### src/pmx_pkg.sv
// constants and types for the peripheral pin route multiplexer
package pmx_pkg;

  // ==========================================================
  // sizes
  localparam int unsigned PMX_NPORT = 7;
  localparam int unsigned PMX_NPIN  = 8;
  localparam int unsigned PMX_NGRP  = 16;
  localparam int unsigned PMX_NSIG  = 4;
  localparam int unsigned PMX_AW    = 8;

  // ==========================================================
  // pin port indices
  localparam logic [2:0] PMX_PA = 3'h0;
  localparam logic [2:0] PMX_PB = 3'h1;
  localparam logic [2:0] PMX_PC = 3'h2;
  localparam logic [2:0] PMX_PD = 3'h3;
  localparam logic [2:0] PMX_PE = 3'h4;
  localparam logic [2:0] PMX_PF = 3'h5;
  localparam logic [2:0] PMX_PG = 3'h6;

  // ==========================================================
  // peripheral group indices (each group carries four signals)
  localparam int unsigned PMX_G_TABLE_ZERO_POSITION = 0;
  localparam int unsigned PMX_G_TABLE_THREE_POSITION = 3;
  localparam int unsigned PMX_G_TABLE_FIVE_POSITION = 5;
  localparam int unsigned PMX_G_SER0 = 6;
  localparam int unsigned PMX_G_SER2 = 8;
  localparam int unsigned PMX_G_SER5 = 11;
  localparam int unsigned PMX_G_SPI_ZERO_POSITION = 12;
  localparam int unsigned PMX_G_SPI_ONE_POSITION = 13;
  localparam int unsigned PMX_G_TWO_WIRE_ONE_POSITION = 14;
  localparam int unsigned PMX_G_EVA  = 15;
  localparam int unsigned PMX_SER_IN_A = 4;

  // home port of each lookup table and serial port, index 0 rightmost
  localparam logic [5:0][2:0] PMX_LUT_PORT = {PMX_PG, PMX_PB, PMX_PF, PMX_PD, PMX_PC, PMX_PA};
  localparam logic [5:0][2:0] PMX_SER_PORT = {PMX_PG, PMX_PE, PMX_PB, PMX_PF, PMX_PC, PMX_PA};

  // ==========================================================
  // pin positions inside a port
  localparam logic [2:0] PMX_LUT_OUT_DEF = 3'h3;
  localparam logic [2:0] PMX_LUT_OUT_ALT = 3'h6;
  localparam logic [2:0] PMX_HI_NIBBLE   = 3'h4;
  localparam logic [2:0] PMX_TWI_LO      = 3'h2;
  localparam logic [2:0] PMX_TWI_HI      = 3'h6;
  localparam logic [2:0] PMX_EVA_DEF     = 3'h2;
  localparam logic [2:0] PMX_EVA_ALT     = 3'h7;

  // ==========================================================
  // field selector codes
  localparam logic [1:0] PMX_SEL_DEFAULT = 2'h0;
  localparam logic [1:0] PMX_SEL_ALTERNATE_ONE    = 2'h1;
  localparam logic [1:0] PMX_SEL_ALTERNATE_TWO    = 2'h2;
  localparam logic [1:0] PMX_SEL_NONE    = 2'h3;

  // ==========================================================
  // register indices (byte address = 4 * index), masks, resets
  localparam logic [5:0] PMX_IDX_EVT   = 6'h00;
  localparam logic [5:0] PMX_IDX_LUT   = 6'h01;
  localparam logic [5:0] PMX_IDX_SER_A = 6'h02;
  localparam logic [5:0] PMX_IDX_SER_B = 6'h03;
  localparam logic [5:0] PMX_IDX_SPI   = 6'h04;
  localparam logic [5:0] PMX_IDX_TWI   = 6'h05;
  localparam logic [7:0] PMX_MSK_EVT   = 8'h01;
  localparam logic [7:0] PMX_MSK_LUT   = 8'h3F;
  localparam logic [7:0] PMX_MSK_SER_A = 8'hFF;
  localparam logic [7:0] PMX_MSK_SER_B = 8'h0F;
  localparam logic [7:0] PMX_MSK_SPI   = 8'h0F;
  localparam logic [7:0] PMX_MSK_TWI   = 8'h0C;
  localparam logic [7:0] PMX_REG_RST   = 8'h00;
  localparam int unsigned PMX_SPI_ONE_POSITION_LSB = 2;
  localparam int unsigned PMX_TWO_WIRE_ONE_POSITION_LSB = 2;

  // ==========================================================
  // bus responses
  localparam logic [1:0] PMX_RESP_OKAY   = 2'h0;
  localparam logic [1:0] PMX_RESP_SLVERR = 2'h2;

  // ==========================================================
  // types
  typedef struct packed {
    logic [3:0] o;
    logic [3:0] oe;
  } pmx_drv_t;

  typedef struct packed {
    logic       ok;
    logic [2:0] port;
    logic [2:0] pos;
  } pmx_loc_t;

  typedef struct packed {
    logic [7:0] evt;
    logic [7:0] lut;
    logic [7:0] ser_a;
    logic [7:0] ser_b;
    logic [7:0] spi;
    logic [7:0] twi;
  } pmx_regs_t;

  typedef struct packed {
    pmx_regs_t            regs;
    logic [6:0][7:0]      sync1;
    logic [6:0][7:0]      sync2;
    logic [6:0][7:0]      pin_o;
    logic [6:0][7:0]      pin_oe;
    logic [15:0][3:0]     per_in;
    logic                 awready;
    logic                 wready;
    logic                 bvalid;
    logic [1:0]           bresp;
    logic                 arready;
    logic                 rvalid;
    logic [1:0]           rresp;
    logic [31:0]          rdata;
    logic                 aw_got;
    logic                 w_got;
    logic [5:0]           aw_idx;
    logic [7:0]           wbyte;
    logic                 wlane;
  } pmx_state_t;

  localparam pmx_state_t PMX_STATE_RST = '{awready: 1'b1, wready: 1'b1, arready: 1'b1,
                                           default: '0};

endpackage

### src/pmx_route.sv
// peripheral pin route multiplexer with its AXI4-Lite register slave
//
// The implementer's own choice: the AXI4-Lite slave port.
`timescale 1ns/1ps
`default_nettype none

module pmx_route
  import pmx_pkg::*;
(
  // clock and reset
  input  wire logic                             CLK,
  input  wire logic                             NRST,
  // register bus write address
  input  wire logic [pmx_pkg::PMX_AW-1:0]       AWADDR,
  input  wire logic                             AWVALID,
  output var  logic                             AWREADY,
  // register bus write data
  input  wire logic [31:0]                      WDATA,
  input  wire logic [3:0]                       WSTRB,
  input  wire logic                             WVALID,
  output var  logic                             WREADY,
  // register bus write response
  output var  logic [1:0]                       BRESP,
  output var  logic                             BVALID,
  input  wire logic                             BREADY,
  // register bus read address
  input  wire logic [pmx_pkg::PMX_AW-1:0]       ARADDR,
  input  wire logic                             ARVALID,
  output var  logic                             ARREADY,
  // register bus read data
  output var  logic [31:0]                      RDATA,
  output var  logic [1:0]                       RRESP,
  output var  logic                             RVALID,
  input  wire logic                             RREADY,
  // peripheral side
  input  wire pmx_pkg::pmx_drv_t [15:0]         PERIPH_DRV,
  output var  logic [15:0][3:0]                 PERIPH_IN,
  // pin side
  input  wire logic [6:0][7:0]                  PIN_IN,
  output var  logic [6:0][7:0]                  PIN_OUT,
  output var  logic [6:0][7:0]                  PIN_OE
);

  // ==========================================================
  // state
  pmx_state_t q;
  pmx_state_t d;

  // ==========================================================
  // helpers
  function automatic pmx_loc_t mk(input logic ok, input logic [2:0] p, input logic [2:0] b);
    pmx_loc_t l;
    l.ok   = ok;
    l.port = p;
    l.pos  = b;
    return l;
  endfunction

  // pin location of signal s of group g under the current register values
  function automatic pmx_loc_t route_of(input int unsigned g, input int unsigned s,
                                        input pmx_regs_t r);
    pmx_loc_t    l;
    logic [1:0]  f;
    logic [2:0]  s3;
    logic [2:0]  p;
    int unsigned k;
    l  = '0;
    f  = PMX_SEL_DEFAULT;
    s3 = s[2:0];
    p  = PMX_PA;
    k  = 0;
    if (g <= PMX_G_TABLE_FIVE_POSITION) begin
      k = g - PMX_G_TABLE_ZERO_POSITION;
      p = PMX_LUT_PORT[k];
      if (r.lut[k] && g == PMX_G_TABLE_THREE_POSITION) begin
        l = '0;
      end else if (s == 3) begin
        l = mk(1'b1, p, r.lut[k] ? PMX_LUT_OUT_ALT : PMX_LUT_OUT_DEF);
      end else begin
        l = mk(1'b1, p, s3);
      end
    end else if (g <= PMX_G_SER5) begin
      k = g - PMX_G_SER0;
      p = PMX_SER_PORT[k];
      if (k < PMX_SER_IN_A) begin
        f = r.ser_a[2*k +: 2];
      end else begin
        f = r.ser_b[2*(k-PMX_SER_IN_A) +: 2];
      end
      case (f)
        PMX_SEL_DEFAULT: l = mk(1'b1, p, s3);
        PMX_SEL_ALTERNATE_ONE: begin
          if (g == PMX_G_SER2 && s >= 2) begin
            l = '0;
          end else begin
            l = mk(1'b1, p, s3 + PMX_HI_NIBBLE);
          end
        end
        default: l = '0;
      endcase
    end else if (g == PMX_G_SPI_ZERO_POSITION) begin
      f = r.spi[1:0];
      case (f)
        PMX_SEL_DEFAULT: l = mk(1'b1, PMX_PA, s3 + PMX_HI_NIBBLE);
        PMX_SEL_ALTERNATE_ONE:    l = mk(1'b1, PMX_PE, s3);
        PMX_SEL_ALTERNATE_TWO:    l = mk(1'b1, PMX_PG, s3 + PMX_HI_NIBBLE);
        default:         l = '0;
      endcase
    end else if (g == PMX_G_SPI_ONE_POSITION) begin
      f = r.spi[PMX_SPI_ONE_POSITION_LSB +: 2];
      case (f)
        PMX_SEL_DEFAULT: l = mk(1'b1, PMX_PC, s3);
        PMX_SEL_ALTERNATE_ONE:    l = mk(1'b1, PMX_PC, s3 + PMX_HI_NIBBLE);
        PMX_SEL_ALTERNATE_TWO:    l = mk(1'b1, PMX_PB, s3 + PMX_HI_NIBBLE);
        default:         l = '0;
      endcase
    end else if (g == PMX_G_TWO_WIRE_ONE_POSITION) begin
      f = r.twi[PMX_TWO_WIRE_ONE_POSITION_LSB +: 2];
      // signals 0,1 are host/client pair, 2,3 the dual-mode client pair
      if (s < 2) begin
        case (f)
          PMX_SEL_DEFAULT,
          PMX_SEL_ALTERNATE_ONE: l = mk(1'b1, PMX_PF, PMX_TWI_LO + {2'h0, s3[0]});
          PMX_SEL_ALTERNATE_TWO: l = mk(1'b1, PMX_PB, PMX_TWI_LO + {2'h0, s3[0]});
          default:      l = '0;
        endcase
      end else begin
        case (f)
          PMX_SEL_DEFAULT: l = mk(1'b1, PMX_PB, PMX_TWI_LO + {2'h0, s3[0]});
          PMX_SEL_ALTERNATE_ONE,
          PMX_SEL_ALTERNATE_TWO:    l = mk(1'b1, PMX_PB, PMX_TWI_HI + {2'h0, s3[0]});
          default:         l = '0;
        endcase
      end
    end else if (s == 0) begin
      l = mk(1'b1, PMX_PA, r.evt[0] ? PMX_EVA_ALT : PMX_EVA_DEF);
    end
    return l;
  endfunction

  function automatic logic idx_ok(input logic [5:0] idx);
    return idx <= PMX_IDX_TWI;
  endfunction

  function automatic logic [7:0] reg_read(input logic [5:0] idx, input pmx_regs_t r);
    logic [7:0] v;
    v = 8'h00;
    case (idx)
      PMX_IDX_EVT:   v = r.evt;
      PMX_IDX_LUT:   v = r.lut;
      PMX_IDX_SER_A: v = r.ser_a;
      PMX_IDX_SER_B: v = r.ser_b;
      PMX_IDX_SPI:   v = r.spi;
      PMX_IDX_TWI:   v = r.twi;
      default:       v = 8'h00;
    endcase
    return v;
  endfunction

  // ==========================================================
  // next state
  always_comb begin
    pmx_loc_t loc;
    loc = '0;
    d   = q;

    // two-stage pin synchroniser
    d.sync1 = PIN_IN;
    d.sync2 = q.sync1;

    // routing; of two groups driving one pin, the later group wins
    d.pin_o  = '0;
    d.pin_oe = '0;
    d.per_in = '0;
    for (int unsigned g = 0; g < PMX_NGRP; g++) begin
      for (int unsigned s = 0; s < PMX_NSIG; s++) begin
        loc = route_of(g, s, q.regs);
        if (loc.ok) begin
          d.per_in[g][s] = q.sync2[loc.port][loc.pos];
          if (PERIPH_DRV[g].oe[s]) begin
            d.pin_o[loc.port][loc.pos]  = PERIPH_DRV[g].o[s];
            d.pin_oe[loc.port][loc.pos] = 1'b1;
          end
        end
      end
    end

    // write address and data, taken in either order
    if (AWVALID && q.awready) begin
      d.aw_got  = 1'b1;
      d.aw_idx  = AWADDR[7:2];
      d.awready = 1'b0;
    end
    if (WVALID && q.wready) begin
      d.w_got  = 1'b1;
      d.wbyte  = WDATA[7:0];
      d.wlane  = WSTRB[0];
      d.wready = 1'b0;
    end

    // write once both halves are held
    if (q.aw_got && q.w_got && !q.bvalid) begin
      d.aw_got = 1'b0;
      d.w_got  = 1'b0;
      d.bvalid = 1'b1;
      d.bresp  = idx_ok(q.aw_idx) ? PMX_RESP_OKAY : PMX_RESP_SLVERR;
      if (q.wlane) begin
        case (q.aw_idx)
          PMX_IDX_EVT:   d.regs.evt   = q.wbyte & PMX_MSK_EVT;
          PMX_IDX_LUT:   d.regs.lut   = q.wbyte & PMX_MSK_LUT;
          PMX_IDX_SER_A: d.regs.ser_a = q.wbyte & PMX_MSK_SER_A;
          PMX_IDX_SER_B: d.regs.ser_b = q.wbyte & PMX_MSK_SER_B;
          PMX_IDX_SPI:   d.regs.spi   = q.wbyte & PMX_MSK_SPI;
          PMX_IDX_TWI:   d.regs.twi   = q.wbyte & PMX_MSK_TWI;
          default:       d.regs       = q.regs;
        endcase
      end
    end
    if (q.bvalid && BREADY) begin
      d.bvalid  = 1'b0;
      d.awready = 1'b1;
      d.wready  = 1'b1;
    end

    // read
    if (ARVALID && q.arready) begin
      d.arready = 1'b0;
      d.rvalid  = 1'b1;
      d.rdata   = {24'h000000, reg_read(ARADDR[7:2], q.regs)};
      d.rresp   = idx_ok(ARADDR[7:2]) ? PMX_RESP_OKAY : PMX_RESP_SLVERR;
    end
    if (q.rvalid && RREADY) begin
      d.rvalid  = 1'b0;
      d.arready = 1'b1;
    end
  end

  // ==========================================================
  // state register
  always_ff @(posedge CLK or negedge NRST) begin
    if (!NRST) begin
      q <= PMX_STATE_RST;
    end else begin
      q <= d;
    end
  end

  // ==========================================================
  // outputs
  assign AWREADY   = q.awready;
  assign WREADY    = q.wready;
  assign BVALID    = q.bvalid;
  assign BRESP     = q.bresp;
  assign ARREADY   = q.arready;
  assign RVALID    = q.rvalid;
  assign RRESP     = q.rresp;
  assign RDATA     = q.rdata;
  assign PERIPH_IN = q.per_in;
  assign PIN_OUT   = q.pin_o;
  assign PIN_OE    = q.pin_oe;

endmodule

`default_nettype wire

### config.mk
export PLATFORM = sky130hd
export DESIGN_NAME = pmx_route
export DESIGN_NICKNAME = d
export VERILOG_FILES = /design/src/pmx_pkg.sv /design/src/pmx_route.sv
export SDC_FILE = /design/constraint.sdc
export NUM_CORES = 1
export LEC_CHECK = 0
export BUFFER_PORTS_ARGS = -buffer_cell sky130_fd_sc_hd__buf_2
export CAP_MARGIN = 40
export CORE_AREA = 2 2 177 179
export CTS_CLUSTER_SIZE = 25
export DETAILED_ROUTE_END_ITERATION = 6
export DIE_AREA = 0 0 179 181
export GPL_TIMING_DRIVEN = 1
export PLACE_DENSITY = 0.79
export SLEW_MARGIN = 20
export SYNTH_ARGS = -nofsm -noshare
export SYNTH_HDL_FRONTEND = slang
export SYNTH_SLANG_ARGS = --single-unit
### constraint.sdc
create_clock -name CLK -period 4.4 [get_ports CLK]
set_input_delay 0.88 -clock CLK [delete_from_list [all_inputs] [get_ports CLK]]
set_output_delay 0.88 -clock CLK [all_outputs]
set_load 0.05 [all_outputs]
# Yosys cells after proc, flatten, opt, wreduce, memory -nomap -nowiden
# Index checks and enable logic that the tools add are counted.
# totals
out_inout_bits,217
reg_bits,344
wordCells,1013
# classes
muxes,589
order_cmp,174
n_reduce_logical,119
n_eq_ne,22
bitwise_logic,46
# ops
cell,count
2-to-1 mux 112 bit,86
bitwise mux 56 bit,46
bitwise OR 56 bit,41
binary-select mux 8 bit (select 3 bit),40
demux 8 bit (select 3 bit),40
2-to-1 mux 8 bit,80
case mux 7 bit (2 select lines),26
less-than comparator 3 x 4 -> 1 bit (second input constant),86
>= comparator 3 x 1 -> 1 bit (second input constant),86
case mux 7 bit (3 select lines),8
binary-select mux 1 bit (select 3 bit),46
demux 1 bit (select 3 bit),46
2-to-1 mux 1 bit,136
bitwise OR 56 x 8 -> 56 bit,2
2-to-1 mux 107 bit,1
2-to-1 mux 106 bit,1
2-to-1 mux 105 bit,1
logical AND 1 bit,93
2-to-1 mux 83 bit,1
2-to-1 mux 82 bit,1
2-to-1 mux 81 bit,1
2-to-1 mux 75 bit,1
2-to-1 mux 74 bit,1
2-to-1 mux 73 bit,1
26 further kinds,79

# Depth between registers and ports, before layout
# logic_depth
ltp_word,149
mapped_depth,9
mapped_depth_nobuf,6

# Worst setup path after synthesis
# OpenSTA, ideal clock, no wires.
# synth_path
path_type,input -> register
from,input port ARADDR[7] in the netlist's numbering
to,register q (netlist bit RDATA[4])
arrival_ns,1.961
setup_ns,0.067
n_path_buf,0
stages,4
slack_ns,2.372
cell_sequence,nor4_2 > nand3_1 > nor3b_2 > a221o_1
# synth_via
elab_chain_len,2
elab_cells_between_ends,7
cone_classes,eq/ne: 5; mux: 1; reduce/logical: 1
# synth_lines
item,line,rtl
from (decl),pmx_route.sv:27,"input wire logic [pmx_pkg::PMX_AW-1:0] ARADDR,"
"== test 6 x 3 -> 1 bit, or another cell as far along",pmx_route.sv:148,case (idx)
case mux 8 bit (6 select lines) (*),pmx_route.sv:148,
to (signal assigned),pmx_route.sv:242,q <= PMX_STATE_RST;
to (signal assigned),pmx_route.sv:244,q <= d;
to (decl),pmx_route.sv:46,pmx_state_t q;
# Mark *: on every way between the ends. The rest lies on a longest branch, timed or not.
# A chain may end at the register's enable or synchronous reset.

==> metrics.txt <==
mux cell area share after synthesis 8.41%; CTS tree built; main combinational cell family by area after synthesis simple AND/OR/NAND/NOR gates; Slew headroom 40.9%; Setup crit end kind flop; Remaining Overflow, GRT 0; hold_ws roughly 0.34 ns; EDFF count, synth 0; Final GP Congestion 0.919; layout cell share with drive strength beyond 1 35.2%; top-count cell post-synth dfrtp_1; max_cap viols 0; adder-cell share of the synthesized area 1.28%; clk buf depth 3; clock slew seen by the registers of the worst setup and hold paths ~0.060 ns; min cycle time layout about 2.5 ns; Total Die Area 0.0324 mm²; Synth area leader dfrtp_1; total wire length 41300 µm; Inserted Clock Buffers 36; CP startpoint q[354]; cells after synthesis approximately 1300; WP data required 4.79 ns; DIE WIDTH approximately 180 µm; Initial Util 48.2%; critical path fanouts, max 17; Compound-Gate Fraction of Synth Area under 10%; period utilization 56.4%; Startpoint Class flop; Setup TNS 0 ns; IO Pins 460; total core area about 0.03 mm²; mean area per synthesized cell approximately 12 µm²; xor/xnor share of the synthesized area 0%; global-route wire length before repair 59900 µm; worst min-delay path class flop to flop; cell depth of the worst flop-to-flop path 7; PD cells 657 mW/mm²; post-route antenna net violation count 0; synthesis-to-finish area growth 14.1%; final net count approximately 1700; Post-CTS Setup Inserts 0; num rows 64; max-slew violation count 0; Seq/Total Area, Yosys 57.2%; Syn. warnings 0; final hold viol count 0; Pre-antenna DRT Iters 6; Vias/cell 5.37; root buffer cell clkbuf_16; Synth async-reset ratio 100%; largest cells by area after synthesis dfrtp_1, buf_4, mux2_2; Design Area, Final around 0.017 mm²; status completed; routed len/inst 21.7 µm; Via Count 10200; worst r2r src q[354]; I/O Buffers 387; Cell Area, Synth around 0.015 mm²; Achievable Freq about 400 MHz; Netlist cell types between 60 and 70; GRT Resource Usage Total 24.8%; synth cell count leaders dfrtp_1, buf_4, nand2_1; detailed placement HPWL 30200 µm; Final setup viols 0; initial antenna violation count 5; initial drt markers 776; # clock sinks 334; Max VDD drop 0.376 mV; Placement Cell Area 0.0155 mm²; DRC violation count after routing 0; Setup CP Type flop to flop; RSZ-0062 raised after global routing no; reg-to-reg slack, setup 1.92 ns; vias in the first global route 10200; Worst Path Arrival 2.87 ns; Post-Synth Simple-Gate Area 12.8%; Clk Latency, worst-skew pair 0.51 ns; worst r2r dst PIN_OUT[23]; Static Leak between 8 and 9 nW; top_reg_cell synth dfrtp_1; share of the synthesized area in the top cell type 56.6%; Hold Path Cell Cnt 0; # hold bufs at CTS 0; DIE HEIGHT 181 µm; largest net degree at the start of global routing ~110; Slew @ Worst Pin roughly 0.89 ns; Max Clock Skew about 0.0090 ns; Worst Setup EP PIN_OUT[23]; H-Tree Depth 2; Resized cells post-CTS 0; #FFs+latches synth 334
-- where the power goes --
| part | switching (mW) | leakage (nW) | internal [mW] |
|---|---|---|---|
| sequential | 0.472 | 4.06 | 3.67 |
| clock | 1.25 | 0.580 | 1.74 |
| combinational | 2.79 | 3.59 | 1.05 |
| total | 4.51 | 8.23 | 6.45 |
-- logic make-up (layout without fill, tap and decap cells) --
family / count (synthesis) / count (layout)
AND/OR/NAND/NOR: 370 / 370
flip-flops: 334 / 334
buffers and inverters: 280 / 483
AO/OA/AOI/OAI: 166 / 166
multiplexers: 103 / 103
adder cells (fa/ha/maj): 15 / 15
other: 1 / 37
-- final cells by class --
class                      count  area [µm²]
clock inverter                16         163
tap                          396         495
sequential                   334        8360
antenna                        4        10.0
multi-input combinational    687        4510
timing repair buffer         399        2060
fill                        2583       13700
clock buffer                  48        1010
inverter                      20        75.1
-- state kept, by name, summed over array words and instances (netlist names) --
register   count
RRESP          1
WREADY         1
PIN_OE        54
d             54
BVALID         1
AWREADY        1
RDATA          8
BRESP          1
PIN_OUT       54
PERIPH_IN     61
ARREADY        1
RVALID         1
q             96
-- metal layers --
metal	part of all wire, %	global-route usage (%)
met5	0.017	0
met4	4.1	11.0
met3	7.9	5.26
met2	49	42.2
met1	39	30.3
-- critical path: stages (launching register included) --
cell and delay, ns:
dfrtp_1 0.40, inv_1 0.11, ha_1 0.30, buf_4 0.24, nor3b_1 0.65, nand2_1 0.21
mux2i_1 0.16, mux2_2 0.28
-- stage by stage --
step / worst slack [ns] / util (%) / power [mW] / std cells
detailed placement: 1.93 / 51.1 / 7.99 / 1835
finish: 1.92 / 55.0 / 11.0 / 1904
global route: 1.81 / 55.0 / 11.4 / 1903
floorplan: 2.37 / - / 7.35 / 1301
global placement: 1.58 / 51.0 / 7.89 / 1832
CTS: 1.93 / 54.9 / 11.0 / 1899
-- cells in the final DEF, fill, tap and decap left out, types with 5 or more instances in the layout --
cell and instances:
a211oi_1 6, a21o_1 7, a21oi_1 50, a221o_1 7, a22o_1 5, a311oi_1 8
a31oi_1 8, and2_1 13, and3_1 14, and3b_1 5, buf_2 386, buf_4 10
clkbuf_1 6, clkbuf_16 36, clkbuf_8 6, clkinv_2 9, conb_1 33, dfrtp_1 331
ha_1 15, inv_1 20, mux2_2 53, mux2i_1 40, mux4_2 8, nand2_1 109
nand2b_1 12, nand3_1 52, nand3b_1 22, nand4_1 15, nor2_1 71, nor2b_1 29
nor3_1 6, nor3b_1 7, o21ai_0 35, o22ai_1 5, o31ai_1 5
-- worst min path at each step --
stage | from | endpoint | slack, ns
finish | d[274] | q[274] | 0.34
global route | d[274] | q[274] | 0.35
CTS | d[264] | q[264] | 0.35
detailed placement | d[240] | q[240] | 0.33
global placement | d[274] | q[274] | 0.33
floorplan | d[234] | q[234] | 0.33
No activity file was read; power rests on OpenSTA's default activity.
